File: config.mk
export PLATFORM = sky130hd
export DESIGN_NAME = duc_update_control
export DESIGN_NICKNAME = d
export VERILOG_FILES = /design/src/rtl/duc_pkg.sv /design/src/rtl/duc_sync_edge.sv /design/src/rtl/duc_serial_port.sv /design/src/rtl/duc_update_control.sv
export SDC_FILE = /design/constraint.sdc
export NUM_CORES = 2
export LEC_CHECK = 0
export BUFFER_PORTS_ARGS = -buffer_cell sky130_fd_sc_hd__buf_2
export CORE_ASPECT_RATIO = 0.7
export CORE_MARGIN = 2
export CORE_UTILIZATION = 50
export CTS_CLUSTER_SIZE = 12
export DETAILED_ROUTE_END_ITERATION = 12
export HOLD_SLACK_MARGIN = 0.03
export PLACE_DENSITY_LB_ADDON = 0.05
export SKIP_CTS_REPAIR_TIMING = 1
export SYNTH_ARGS = -nofsm -noshare
export SYNTH_HDL_FRONTEND = slang
export SYNTH_SLANG_ARGS = --single-unit
File: constraint.sdc
create_clock -name clk -period 13.8 [get_ports clk]
set_input_delay 2.76 -clock clk [delete_from_list [all_inputs] [get_ports clk]]
set_output_delay 2.76 -clock clk [all_outputs]
set_load 0.02 [all_outputs]
File: src/rtl/duc_pkg.sv
/*
 * Constants, field layouts and types for the converter update control.
 * Assumes a 125 MHz clk; pin timing is resolved against that rate.
 */
// Operation
// - Busy low while computing converter code
// - Writes queue during computation; no output update
// - Load while idle transfers all channels
// - Load during computation stored, done afterwards
// - Reset holds busy low, interface off
// - Clear falling edge; loads ignored while low
// - Clear loads clear code into all channels
// - Clear keeps busy low 20/15 us
// - Reset pin falling edge restarts default sequence
// - Busy low through reset sequence, loads ignored
// - After reset only next falling edge counts
// - Frame low starts counting serial clocks
// - Two-wire mode: frame, chain pins address
// - Chain enable high cascades through serial out
// - Serial out changes on rising clock edges
// - Reference pin defaults to external input
// - Monitor select routes one channel out
// - Monitor select may route external inputs
// - Select pin high serial, low two-wire
// - Serial interface works during power down
package duc_pkg;
	localparam int CLK_MHZ = 125;
	localparam int CLEAR_TIME_US_16 = 20;
	localparam int CLEAR_TIME_US_8 = 15;
	localparam int RESET_TIME_US = 270;
	localparam int CLEAR_CYC_16 = CLEAR_TIME_US_16 * CLK_MHZ;
	localparam int CLEAR_CYC_8 = CLEAR_TIME_US_8 * CLK_MHZ;
	localparam int RESET_CYC = RESET_TIME_US * CLK_MHZ;
	localparam int CALC_CYC = 4;

	// Serial frame layout
	localparam int FRAME_BITS = 24;
	localparam int FR_READ = 23;
	localparam int FR_TGT_HI = 22;
	localparam int FR_TGT_LO = 21;
	localparam int FR_CH_HI = 20;
	localparam int FR_CH_LO = 16;
	localparam int FR_DATA_HI = 15;
	localparam logic [1:0] TGT_SPECIAL = 2'h0;
	localparam logic [1:0] TGT_GAIN = 2'h1;
	localparam logic [1:0] TGT_OFFSET = 2'h2;
	localparam logic [1:0] TGT_INPUT = 2'h3;
	localparam logic [4:0] SPC_CLEAR_CODE = 5'h00;
	localparam logic [4:0] SPC_CONTROL = 5'h01;

	// Control word
	localparam int CTRL_W = 8;
	localparam int CT_INT_REF = 0;
	localparam int CT_MON_EN = 1;
	localparam int CT_MON_LO = 2;
	localparam int MON_SEL_W = 5;
	localparam logic [CTRL_W-1:0] CTRL_RESET = 8'h00;

	// Synchronised pin vector
	localparam int PIN_LOAD = 0;
	localparam int PIN_CLEAR = 1;
	localparam int PIN_RESET = 2;
	localparam int PIN_SCLK = 3;
	localparam int PIN_FRAME = 4;
	localparam int PIN_SDIN = 5;
	localparam int PIN_CHAIN = 6;
	localparam int PIN_SEL = 7;
	localparam int PIN_PD = 8;
	localparam int NUM_PINS = 9;
	// Matches each pin's idle level so reset release shows no false edge
	localparam logic [NUM_PINS-1:0] PIN_IDLE = 9'h097;

	typedef enum logic [1:0] {
		DUC_RST,
		DUC_IDLE,
		DUC_CALC,
		DUC_CLEAR
	} duc_state_t;
endpackage

File: src/rtl/duc_sync_edge.sv
/*
 * Two-flop synchroniser with edge detection for a vector of pins.
 * Assumes the inputs are asynchronous to clk.
 */
`timescale 1ns/100ps
`default_nettype none
module duc_sync_edge #(
	parameter int W = 1,
	parameter logic [W-1:0] INIT = '0
) (
	// Clock and reset
	input wire logic clk,
	input wire logic sys_rst,
	// Pins
	input wire logic [W-1:0] pin_in,
	// Synchronised
	output logic [W-1:0] level,
	output logic [W-1:0] fall,
	output logic [W-1:0] rise
);
	typedef struct packed {
		logic [W-1:0] s1;
		logic [W-1:0] s2;
		logic [W-1:0] s3;
	} duc_sync_st_t;

	duc_sync_st_t r, r_nxt;

	always_comb begin
		r_nxt = r;
		r_nxt.s1 = pin_in;
		r_nxt.s2 = r.s1;
		r_nxt.s3 = r.s2;
	end

	always_ff @(posedge clk) begin
		if (sys_rst) begin
			r <= '{s1: INIT, s2: INIT, s3: INIT};
		end else begin
			r <= r_nxt;
		end
	end

	// Edges from second and third flop only
	assign level = r.s2;
	assign fall = r.s3 & ~r.s2;
	assign rise = ~r.s3 & r.s2;
endmodule
`default_nettype wire

File: src/rtl/duc_serial_port.sv
/*
 * Serial frame receiver with readback and daisy-chain output.
 * Assumes already synchronised serial clock, frame and data levels.
 */
`timescale 1ns/100ps
`default_nettype none
module duc_serial_port (
	// Clock and reset
	input wire logic clk,
	input wire logic sys_rst,
	// Synchronised link
	input wire logic sclk_rise,
	input wire logic sclk_fall,
	input wire logic frame_fall,
	input wire logic frame_rise,
	input wire logic sdin,
	// Control
	input wire logic enable,
	input wire logic chain_en,
	input wire logic [duc_pkg::FRAME_BITS-1:0] tx_word,
	// Received word
	output logic word_valid,
	output logic [duc_pkg::FRAME_BITS-1:0] word,
	// Serial output
	output logic serial_out,
	output logic serial_out_oe_n
);
	import duc_pkg::*;

	localparam int CW = $clog2(FRAME_BITS + 1);

	typedef struct packed {
		logic active;
		logic [CW-1:0] cnt;
		logic [FRAME_BITS-1:0] sh_in;
		logic [FRAME_BITS-1:0] sh_out;
		logic so;
		logic oe_n;
		logic valid;
		logic [FRAME_BITS-1:0] word;
	} duc_ser_st_t;

	duc_ser_st_t r, r_nxt;

	always_comb begin
		r_nxt = r;
		r_nxt.valid = 1'b0;
		if (!enable) begin
			r_nxt.active = 1'b0;
			r_nxt.oe_n = 1'b1;
		end else if (frame_fall) begin
			r_nxt.active = 1'b1;
			r_nxt.cnt = '0;
			r_nxt.sh_out = tx_word;
			r_nxt.oe_n = 1'b0;
		end else if (frame_rise) begin
			if (r.active && chain_en && r.cnt == CW'(FRAME_BITS)) begin
				r_nxt.valid = 1'b1;
				r_nxt.word = r.sh_in;
			end
			r_nxt.active = 1'b0;
			r_nxt.oe_n = 1'b1;
		end else if (r.active) begin
			if (sclk_fall) begin
				// Host data is settled at the falling edge
				r_nxt.sh_in = {r.sh_in[FRAME_BITS-2:0], sdin};
				if (r.cnt != CW'(FRAME_BITS)) begin
					r_nxt.cnt = r.cnt + 1'b1;
				end
				if (!chain_en && r.cnt == CW'(FRAME_BITS - 1)) begin
					r_nxt.valid = 1'b1;
					r_nxt.word = {r.sh_in[FRAME_BITS-2:0], sdin};
					r_nxt.active = 1'b0;
				end
			end
			if (sclk_rise) begin
				// Chain passes on the word entered a frame earlier
				r_nxt.so = chain_en ? r.sh_in[FRAME_BITS-1]
					: r.sh_out[FRAME_BITS-1];
				r_nxt.sh_out = {r.sh_out[FRAME_BITS-2:0], 1'b0};
			end
		end
	end

	always_ff @(posedge clk) begin
		if (sys_rst) begin
			r <= '{oe_n: 1'b1, default: '0};
		end else begin
			r <= r_nxt;
		end
	end

	assign word_valid = r.valid;
	assign word = r.word;
	assign serial_out = r.so;
	assign serial_out_oe_n = r.oe_n;
endmodule
`default_nettype wire

File: src/rtl/duc_update_control.sv
/*
 * Update sequencing of a multichannel converter: code calculation,
 * load queuing, clear to code, reset sequence, serial writes and
 * monitor/reference selection.
 * Assumes all strobes and link pins are asynchronous to clk.
 */
`timescale 1ns/100ps
`default_nettype none
module duc_update_control #(
	parameter int NUM_CH = 16,
	parameter int DATA_W = 14,
	parameter int RESET_CYCLES = duc_pkg::RESET_CYC
) (
	// Clock and reset
	input wire logic clk,
	input wire logic sys_rst,
	// Strobes
	input wire logic load_outputs_n,
	input wire logic clear_to_code_n,
	input wire logic reset_pin_n,
	// Link pins
	input wire logic sclk,
	input wire logic frame_sync_n,
	input wire logic serial_in,
	input wire logic chain_enable,
	input wire logic iface_spi_sel,
	input wire logic power_down_in,
	// Serial output
	output logic serial_out,
	output logic serial_out_oe_n,
	// Status
	output logic busy_n,
	output logic two_wire_mode,
	output logic [1:0] bus_address,
	// Converter codes
	output logic [NUM_CH*DATA_W-1:0] dac_codes,
	output logic dac_update,
	// Analog control
	output logic int_ref_enable,
	output logic mon_enable,
	output logic [duc_pkg::MON_SEL_W-1:0] mon_sel,
	output logic mon_from_input,
	output logic analog_power_down
);
	import duc_pkg::*;

	localparam int CLEAR_CYC = (NUM_CH == 8) ? CLEAR_CYC_8 : CLEAR_CYC_16;
	localparam int LONGEST = (RESET_CYCLES > CLEAR_CYC) ? RESET_CYCLES
		: CLEAR_CYC;
	localparam int CNT_W = $clog2(LONGEST + 1);
	localparam int CH_W = $clog2(NUM_CH);
	localparam logic [DATA_W-1:0] HALF = DATA_W'(1) << (DATA_W - 1);
	localparam logic [DATA_W-1:0] FULL = '1;

	generate
		if (!(NUM_CH == 8 || NUM_CH == 16) || DATA_W < 2
			|| DATA_W > FR_DATA_HI + 1 || RESET_CYCLES < 1) begin : g_chk
			$error("duc_update_control: unsupported parameters");
		end
	endgenerate

	typedef struct packed {
		duc_state_t st;
		logic [CNT_W-1:0] cnt;
		logic load_pend;
		logic [NUM_CH-1:0] dirty;
		logic [CH_W-1:0] calc_ch;
		logic [NUM_CH-1:0][DATA_W-1:0] x1;
		logic [NUM_CH-1:0][DATA_W-1:0] gain;
		logic [NUM_CH-1:0][DATA_W-1:0] offs;
		logic [NUM_CH-1:0][DATA_W-1:0] x2;
		logic [NUM_CH-1:0][DATA_W-1:0] dac;
		logic [DATA_W-1:0] clr_code;
		logic [CTRL_W-1:0] ctrl;
		logic [FRAME_BITS-1:0] rb;
		logic upd;
		logic [1:0] addr;
		logic pd;
	} duc_top_st_t;

	duc_top_st_t r, r_nxt;

	// Pin synchronisation
	logic [NUM_PINS-1:0] pin_lvl, pin_fall, pin_rise;

	duc_sync_edge #(
		.W(NUM_PINS),
		.INIT(PIN_IDLE)
	) u_sync (
		.clk(clk),
		.sys_rst(sys_rst),
		.pin_in({power_down_in, iface_spi_sel, chain_enable, serial_in,
			frame_sync_n, sclk, reset_pin_n, clear_to_code_n,
			load_outputs_n}),
		.level(pin_lvl),
		.fall(pin_fall),
		.rise(pin_rise)
	);

	logic spi_mode;
	logic ser_en;
	logic word_valid;
	logic [FRAME_BITS-1:0] word;

	assign spi_mode = pin_lvl[PIN_SEL];
	// Interface is off during the reset sequence and in two-wire mode
	assign ser_en = spi_mode && r.st != DUC_RST;

	duc_serial_port u_ser (
		.clk(clk),
		.sys_rst(sys_rst),
		.sclk_rise(pin_rise[PIN_SCLK]),
		.sclk_fall(pin_fall[PIN_SCLK]),
		.frame_fall(pin_fall[PIN_FRAME]),
		.frame_rise(pin_rise[PIN_FRAME]),
		.sdin(pin_lvl[PIN_SDIN]),
		.enable(ser_en),
		.chain_en(pin_lvl[PIN_CHAIN]),
		.tx_word(r.rb),
		.word_valid(word_valid),
		.word(word),
		.serial_out(serial_out),
		.serial_out_oe_n(serial_out_oe_n)
	);

	// Lowest pending channel
	function automatic logic [CH_W-1:0] first_set(
		input logic [NUM_CH-1:0] v);
		logic [CH_W-1:0] idx;
		idx = '0;
		for (int i = NUM_CH - 1; i >= 0; i--) begin
			if (v[i]) begin
				idx = CH_W'(i);
			end
		end
		return idx;
	endfunction

	// Gain and offset applied, clamped to the code range
	function automatic logic [DATA_W-1:0] calc_code(
		input logic [DATA_W-1:0] x1,
		input logic [DATA_W-1:0] m,
		input logic [DATA_W-1:0] c);
		logic [2*DATA_W-1:0] p;
		logic [DATA_W+1:0] s;
		p = (2*DATA_W)'(x1) * (2*DATA_W)'({1'b0, m} + 1'b1);
		s = {2'b00, p[2*DATA_W-1:DATA_W]} + {2'b00, c} - {2'b00, HALF};
		if (s[DATA_W+1]) begin
			return '0;
		end else if (s[DATA_W]) begin
			return FULL;
		end
		return s[DATA_W-1:0];
	endfunction

	logic load_ev, wr_ev;
	logic [1:0] w_tgt;
	logic [4:0] w_ch;
	logic [DATA_W-1:0] w_data;
	logic w_ch_ok;

	assign load_ev = pin_fall[PIN_LOAD] && pin_lvl[PIN_CLEAR];
	assign wr_ev = word_valid && r.st != DUC_RST;
	assign w_tgt = word[FR_TGT_HI:FR_TGT_LO];
	assign w_ch = word[FR_CH_HI:FR_CH_LO];
	assign w_data = word[DATA_W-1:0];
	assign w_ch_ok = 32'(w_ch) < NUM_CH;

	always_comb begin
		r_nxt = r;
		r_nxt.upd = 1'b0;
		r_nxt.pd = pin_lvl[PIN_PD];
		if (!spi_mode) begin
			r_nxt.addr = {pin_lvl[PIN_CHAIN], pin_lvl[PIN_FRAME]};
		end

		// Writes land in the input side at any time outside reset
		if (wr_ev && word[FR_READ]) begin
			r_nxt.rb = '0;
			case (w_tgt)
				TGT_SPECIAL: begin
					r_nxt.rb[DATA_W-1:0] = (w_ch == SPC_CONTROL)
						? DATA_W'(r.ctrl) : r.clr_code;
				end
				TGT_GAIN: r_nxt.rb[DATA_W-1:0] = r.gain[CH_W'(w_ch)];
				TGT_OFFSET: r_nxt.rb[DATA_W-1:0] = r.offs[CH_W'(w_ch)];
				default: r_nxt.rb[DATA_W-1:0] = r.x1[CH_W'(w_ch)];
			endcase
		end else if (wr_ev) begin
			case (w_tgt)
				TGT_SPECIAL: begin
					if (w_ch == SPC_CLEAR_CODE) begin
						r_nxt.clr_code = w_data;
					end else if (w_ch == SPC_CONTROL) begin
						r_nxt.ctrl = word[CTRL_W-1:0];
					end
				end
				TGT_GAIN: begin
					if (w_ch_ok) begin
						r_nxt.gain[CH_W'(w_ch)] = w_data;
					end
				end
				TGT_OFFSET: begin
					if (w_ch_ok) begin
						r_nxt.offs[CH_W'(w_ch)] = w_data;
					end
				end
				default: begin
					if (w_ch_ok) begin
						r_nxt.x1[CH_W'(w_ch)] = w_data;
					end
				end
			endcase
		end

		case (r.st)
			DUC_RST: begin
				// Loads are dropped, not stored
				r_nxt.load_pend = 1'b0;
				r_nxt.cnt = r.cnt + 1'b1;
				if (r.cnt == CNT_W'(RESET_CYCLES - 1)) begin
					r_nxt.st = DUC_IDLE;
				end
			end
			DUC_IDLE: begin
				if (load_ev || r.load_pend) begin
					r_nxt.dac = r.x2;
					r_nxt.upd = 1'b1;
					r_nxt.load_pend = 1'b0;
				end
				if (r.dirty != '0) begin
					r_nxt.st = DUC_CALC;
					r_nxt.calc_ch = first_set(r.dirty);
					r_nxt.cnt = '0;
				end
			end
			DUC_CALC: begin
				if (load_ev) begin
					r_nxt.load_pend = 1'b1;
				end
				r_nxt.cnt = r.cnt + 1'b1;
				if (r.cnt == CNT_W'(CALC_CYC - 1)) begin
					r_nxt.x2[r.calc_ch] = calc_code(r.x1[r.calc_ch],
						r.gain[r.calc_ch], r.offs[r.calc_ch]);
					r_nxt.dirty[r.calc_ch] = 1'b0;
					r_nxt.st = DUC_IDLE;
				end
			end
			DUC_CLEAR: begin
				if (load_ev) begin
					r_nxt.load_pend = 1'b1;
				end
				r_nxt.cnt = r.cnt + 1'b1;
				if (r.cnt == CNT_W'(CLEAR_CYC - 1)) begin
					r_nxt.st = DUC_IDLE;
				end
			end
			default: r_nxt.st = DUC_RST;
		endcase

		// New writes mark channels; a mark set now beats the clear above
		if (wr_ev && !word[FR_READ] && w_tgt != TGT_SPECIAL && w_ch_ok) begin
			r_nxt.dirty[CH_W'(w_ch)] = 1'b1;
		end

		if (pin_fall[PIN_CLEAR] && r.st != DUC_RST) begin
			for (int i = 0; i < NUM_CH; i++) begin
				r_nxt.dac[i] = r.clr_code;
			end
			r_nxt.upd = 1'b1;
			r_nxt.load_pend = 1'b0;
			r_nxt.st = DUC_CLEAR;
			r_nxt.cnt = '0;
		end

		// Pin level is ignored; only a fresh falling edge restarts
		if (pin_fall[PIN_RESET]) begin
			r_nxt = '{st: DUC_RST, clr_code: r.clr_code, ctrl: r.ctrl,
				pd: r.pd, addr: r.addr, default: '0};
			for (int i = 0; i < NUM_CH; i++) begin
				r_nxt.gain[i] = FULL;
				r_nxt.offs[i] = HALF;
			end
		end
	end

	always_ff @(posedge clk) begin
		if (sys_rst) begin
			r <= '{st: DUC_RST, ctrl: CTRL_RESET, default: '0};
			for (int i = 0; i < NUM_CH; i++) begin
				r.gain[i] <= FULL;
				r.offs[i] <= HALF;
			end
		end else begin
			r <= r_nxt;
		end
	end

	genvar g;
	generate
		for (g = 0; g < NUM_CH; g++) begin : g_out
			assign dac_codes[g*DATA_W +: DATA_W] = r.dac[g];
		end
	endgenerate

	assign busy_n = (r.st == DUC_IDLE);
	assign dac_update = r.upd;
	assign two_wire_mode = !spi_mode;
	assign bus_address = r.addr;
	// Reference pin stays an input until software enables it
	assign int_ref_enable = r.ctrl[CT_INT_REF];
	assign mon_enable = r.ctrl[CT_MON_EN];
	assign mon_sel = r.ctrl[CT_MON_LO +: MON_SEL_W];
	assign mon_from_input = 32'(r.ctrl[CT_MON_LO +: MON_SEL_W])
		>= NUM_CH;
	assign analog_power_down = r.pd;
endmodule
`default_nettype wire

# After elaboration in Yosys (flattened, before gate mapping)
# Cells that the tools add are included.
# Widths: inputs -> output; s select.
# totals
reg_bits	1303
latch_bits	0
ramBits	0
mem_bits_ro	0
input_bits	11
out_inout_bits	240
n_memories	0
# op_classes
add_sub_neg	5
multipliers	1
div_mod_pow	0
n_lt_le_gt_ge	6
n_eq_ne	20
shifts	0
mux	85
bitwise_logic	15
n_reduce_logical	53
# ops
cell	n
$bwmux 224	4
$mux 224	3
$bmux 14 s4	6
$mux 14	14
$mux 25	6
$demux 14 s4	2
$pmux 19 s4	1
$mux 4	16
$mux 55	1
$mux 54	1
$mux 16	3
$pmux 14 s3	1
$mux 30	1
$mul 14x15->28	1
$mux 24	1
$reduce_bool 2->1	12
$reduce_and 4->1	5
$reduce_and 5->1	4
$mux 19	1
$mux 18	1
$add 16x1->16 const B	1
$and 16x16->16	1
$eq 16x12->1 const B	1
$eq 16x16->1 const B	1
38 further kinds	97

# Logic depth before layout (Yosys ltp)
# logic_depth
depth_word	16
mapped_depth	48
ltp_nobuf	41

# By module
# From an unflattened synthesis, not the netlist that was laid out.
# hier_totals
hier_cells	7690
hier_area_um2	68680.9
# by_module_without_submodules
mod	n_inst	cells_each	area_per_inst_um2
duc_update_control	1	7170	63856.2
duc_serial_port	1	437	3903.7
duc_sync_edge	1	83	920.9

# Worst setup path before layout
# Ideal clock, no wire load.
# synth_timing
path_kind	register -> register
start	register r[1170] in the netlist's numbering
end	register r[296] in the netlist's numbering
arrival_time_ns	10.236
slack_ns	3.436
path_stages_with_launch	41
n_path_buf	6
synth_period_minus_slack_ns	10.364
path_cell_list	dfxtp_1 -> buf_6 -> buf_12 -> buf_8 -> mux4_2 -> mux4_2 -> ha_1 -> and3_1 -> and3_4 -> xor2_1 -> clkbuf_1 -> nand2_1 -> fa_1 -> fa_1 -> inv_1 -> fa_1 -> fa_1 -> fa_1 -> (+5 left out) -> o21ai_0 -> nor4b_1 -> a21oi_1 -> xor2_1 -> ha_1 -> ha_1 -> fa_1 -> a21o_1 -> a21oi_1 -> o21bai_1 -> a2111oi_1 -> o31ai_1 -> a211oi_1 -> nand2b_1 -> buf_2 -> a21o_1 -> clkbuf_1 -> o21ai_0
# synth_between
elab_chain_len	14
# synth_lines
element	line_no	rtl
from (decl)	duc_update_control.sv:81	duc_top_st_t r, r_nxt;
from (signal assigned)	duc_update_control.sv:295	r <= r_nxt;
$bmux 14 s4	duc_update_control.sv:244	r.gain[r.calc_ch], r.offs[r.calc_ch]);
$mux 14 (not written as such)	duc_update_control.sv:244	
$add 14x1->15	duc_update_control.sv:146	p = (2*DATA_W)'(x1) * (2*DATA_W)'({1'b0, m} + 1'b1);
$mul 14x15->28	duc_update_control.sv:146	
$add 14x14->15	duc_update_control.sv:147	s = {2'b00, p[2*DATA_W-1:DATA_W]} + {2'b00, c} - {2'b00, HALF};
$sub 15x14->16	duc_update_control.sv:147	
$mux 1	duc_update_control.sv:150	end else if (s[DATA_W]) begin
$mux 1	duc_update_control.sv:148	if (s[DATA_W+1]) begin
$mux 1	duc_update_control.sv:242	if (r.cnt == CNT_W'(CALC_CYC - 1)) begin
$mux 1	duc_update_control.sv:216	case (r.st)
$mux 14	duc_update_control.sv:153	return s[DATA_W-1:0];
$mux 14	duc_update_control.sv:242	
$mux 14	duc_update_control.sv:216	
$bwmux 224 (*)	duc_update_control.sv:243	r_nxt.x2[r.calc_ch] = calc_code(r.x1[r.calc_ch],
# Every way passes the cells marked *; elsewhere a longest branch is shown, timed or not. The select of a mux whose other input is x is not followed.
# A chain may end at the register's enable or synchronous reset.

# Final worst setup path
# layout_timing
start	register r[1170] in the netlist's numbering
end	register r[436] in the netlist's numbering
# The elaborated chain is that of the path after synthesis.

==> flow_summary.toml <==
[run_status]
status = "finished, final reports clean"

[setup_path]
r2r_start = "r[1170]"
critPathKind = "reg -> reg"
critical-path-max-stage-delay_ps = 930
start_kind = "flip-flop"
cp_max_fo = 23
crit_top_cell = "fa_1"
cp.required_ps = 14430
crit_arrival_ps = 13410
end_kind = "flip-flop"
cpMaxStageDelayCell = "xor2_1"
startpoint = "r[1170]"

[clock_network]
clkTransAtPathRegs_ps = 60
cts_tree = "done"
cts_buffers = 135
cts_sinks = 1301
worstSkewPairLatency_ps = 800
cts_max_level = 4
cts_root_buf = "clkbuf_16"
cts_max_path_buffers = 3

[timing]
worst_slew_pin_slew_ps = 1320
slew_viol_final = 0
finClkSkew_ps = 34.2
slew_headroom = 0.119
clock.fmax_mhz = 78.3
finalCritPeriodShare = 0.926
fin_setup_tns_ps = 0
finalHoldViolations = 0
min_period_ps = 12780
setup_viol = 0
whs_ps = 415
rsz0062_at_grt = "false"

[power_and_ir_drop]
switchingPower_uw = 1980
comb_power_share = 0.057
internal-power_uw = 5960
irDropWorstVdd_mv = 0.0876
p_leak_uw = 0.0256
power_frac_seq = 0.488
p_per_area_mw_per_mm2 = 112
p_clk_frac = 0.455
p_sw_frac = 0.250

[route]
dr.first_iter.drc_count = 7442
firstDrtPassIters = 6
wl_um = 226000
wl_per_cell_um = 25.6
drc = 0
num_vias = 54600
antenna_left = 0
via_per_inst = 6.19

[run]
max-cap-violations = 0

[cells_and_area]
area_growth_pct = 6.88
multi_input_area_mm2 = 0.0352
final_common_cell = "nand2_1"
drive_gt1_frac = 0.151
fin_nets = 7278
layout_common_cells = "nand2_1 (1594), dfxtp_1 (1279), a21oi_1 (731)"
fillCellCount = 12000
register_area_mm2 = 0.0261

[die]
core-area_mm2 = 0.131
rows = 111
die_area_mm2 = 0.136
chipHeight_um = 309
start_util = 0.505
ios = 251
die_x_um = 439

[synthesis]
syn-instance-count = 7348
synth_cell_types = 67
synthFlopType = "dfxtp_1"
yosys.area.top_type_share = 0.393
synth_edf_count = 0
yosysSeqAreaShare = 0.393
yosysWarningCount = 0
synth_top_cell_by_area = "dfxtp_1"
yosys-top-cells-area = "dfxtp_1 (39%), mux4_2 (14%), nand2_1 (9.0%)"
avgSynthCellArea_um2 = 9.02
synthesis.nets = 7632
synth_area_mm2 = 0.0663
synth-seq-cells = 1301
ys_async_sr_fraction = 0

[global_route]
grt_max_degree = 213
grt-ovfl-total = 0
grt_pass1_wl_um = 333000
grt_pass1_vias = 49500
grt_usage = 0.328
antenna_found_initial = 9

[min_path]
hold_start = "u_sync.r[25]"
hp-class = "reg -> reg"

[place]
portBuffers = 250
hpwl_um = 151000
place.gp.congestion = 0.931
==> final timing paths <==
check / slack, ps / depth (start not counted) / end
hold / removal: 420 / 1 / u_sync.level[7]
hold reg to reg: 420 / 1 / u_sync.level[7]
setup / recovery: 1020 / 40 / r[436]
setup reg to reg: 1020 / 40 / r[436]
==> power groups by stage <==
stage               sequential (uW)  combinational [uW]  clock (uW)
floorplan                      3940                 397           0
global placement               3960                 448           0
detailed placement             3960                 451           0
CTS                            3880                 452        3650
global route                   3880                 493        3810
finish                         3880                 453        3620
==> cell families (layout without fill, tap and decap cells) <==
family / Yosys count / in the layout / synth area share
xor+xnor: 44 / 44 / 0.00581
other cells: 0 / 3 / 0
mux: 499 / 499 / 0.155
flops: 1301 / 1301 / 0.393
compound gates: 1357 / 1357 / 0.123
buf+inv: 1087 / 807 / 0.0779
fa+ha+maj: 273 / 273 / 0.0687
simple gates: 2787 / 2787 / 0.176
==> stage by stage <==
stage | worst slack, ps | util | area [um^2] | std cells | total power [uW]
after floorplan | 3440 | - | 66300 | 7348 | 4330
after detailed placement | 1260 | 0.508 | 66700 | 8608 | 4410
after global routing | 322 | 0.540 | 70900 | 8819 | 8180
after global placement | 1560 | 0.508 | 66700 | 8608 | 4410
after CTS | 1210 | 0.540 | 70900 | 8819 | 7980
final | 1020 | 0.540 | 70900 | 8822 | 7950
==> registers in the layout, indices dropped and copies added, names as in the netlist, 2 cells and up <==
| name | count |
|---|---|
| mon_sel | 5 |
| u_ser.r | 54 |
| u_sync.r | 14 |
| u_sync.level | 9 |
| r | 964 |
| dac_codes | 224 |
| bus_address | 2 |
| u_ser.word | 22 |
==> cell usage after synthesis, drive strengths merged (2+ instances only) <==
cell type	n
nor2b	64
or4	2
nor3	42
ha	121
mux2	16
nand4	14
nand2	1596
o21bai	7
inv	203
a311oi	3
a211oi	263
mux4	416
nand2b	23
mux2i	67
nor2	487
or2	24
buf	352
dfxtp	1301
o22ai	5
and3	33
nand3b	2
o21ai	169
xnor2	27
a31oi	5
a221oi	19
a21o	8
and4b	2
o211ai	4
nor4	11
or3	6
nand3	428
nor3b	4
clkbuf	532
fa	152
and2	44
o21a	8
a2111oi	2
a22oi	41
a21oi	731
o31ai	4
a211o	2
a32o	80
xor2	17
==> layer usage <==
layer / global-route usage / share of wire / vias up
met5: 0 / 0.00020 / -
met4: 0.0863 / 0.023 / 6
met3: 0.0835 / 0.11 / 287
met2: 0.440 / 0.40 / 2596
met1: 0.515 / 0.46 / 27200
li1: - / - / 24500
==> layout make-up <==
cell class,instances,share of cell area
inverters,203,0.0108
diodes,3,0.000106
clock inverters,24,0.00516
flip-flops and latches,1301,0.368
multi-input cells,4960,0.497
repair buffers,393,0.0341
clock buffers,187,0.0541
well taps,1751,0.0309
==> worst max-delay path: cells and delay by family, from the launching register on <==
kind / cells / cell delay, ps
buffers and inverters: 6 / 580
multiplexers: 1 / 580
AO/OA/AOI/OAI: 13 / 3610
flip-flops: 1 / 680
XOR/XNOR: 2 / 1070
adder cells (fa/ha/maj): 10 / 3990
AND/OR/NAND/NOR: 8 / 2050
Note: power is estimated with default switching activity, not from simulation.
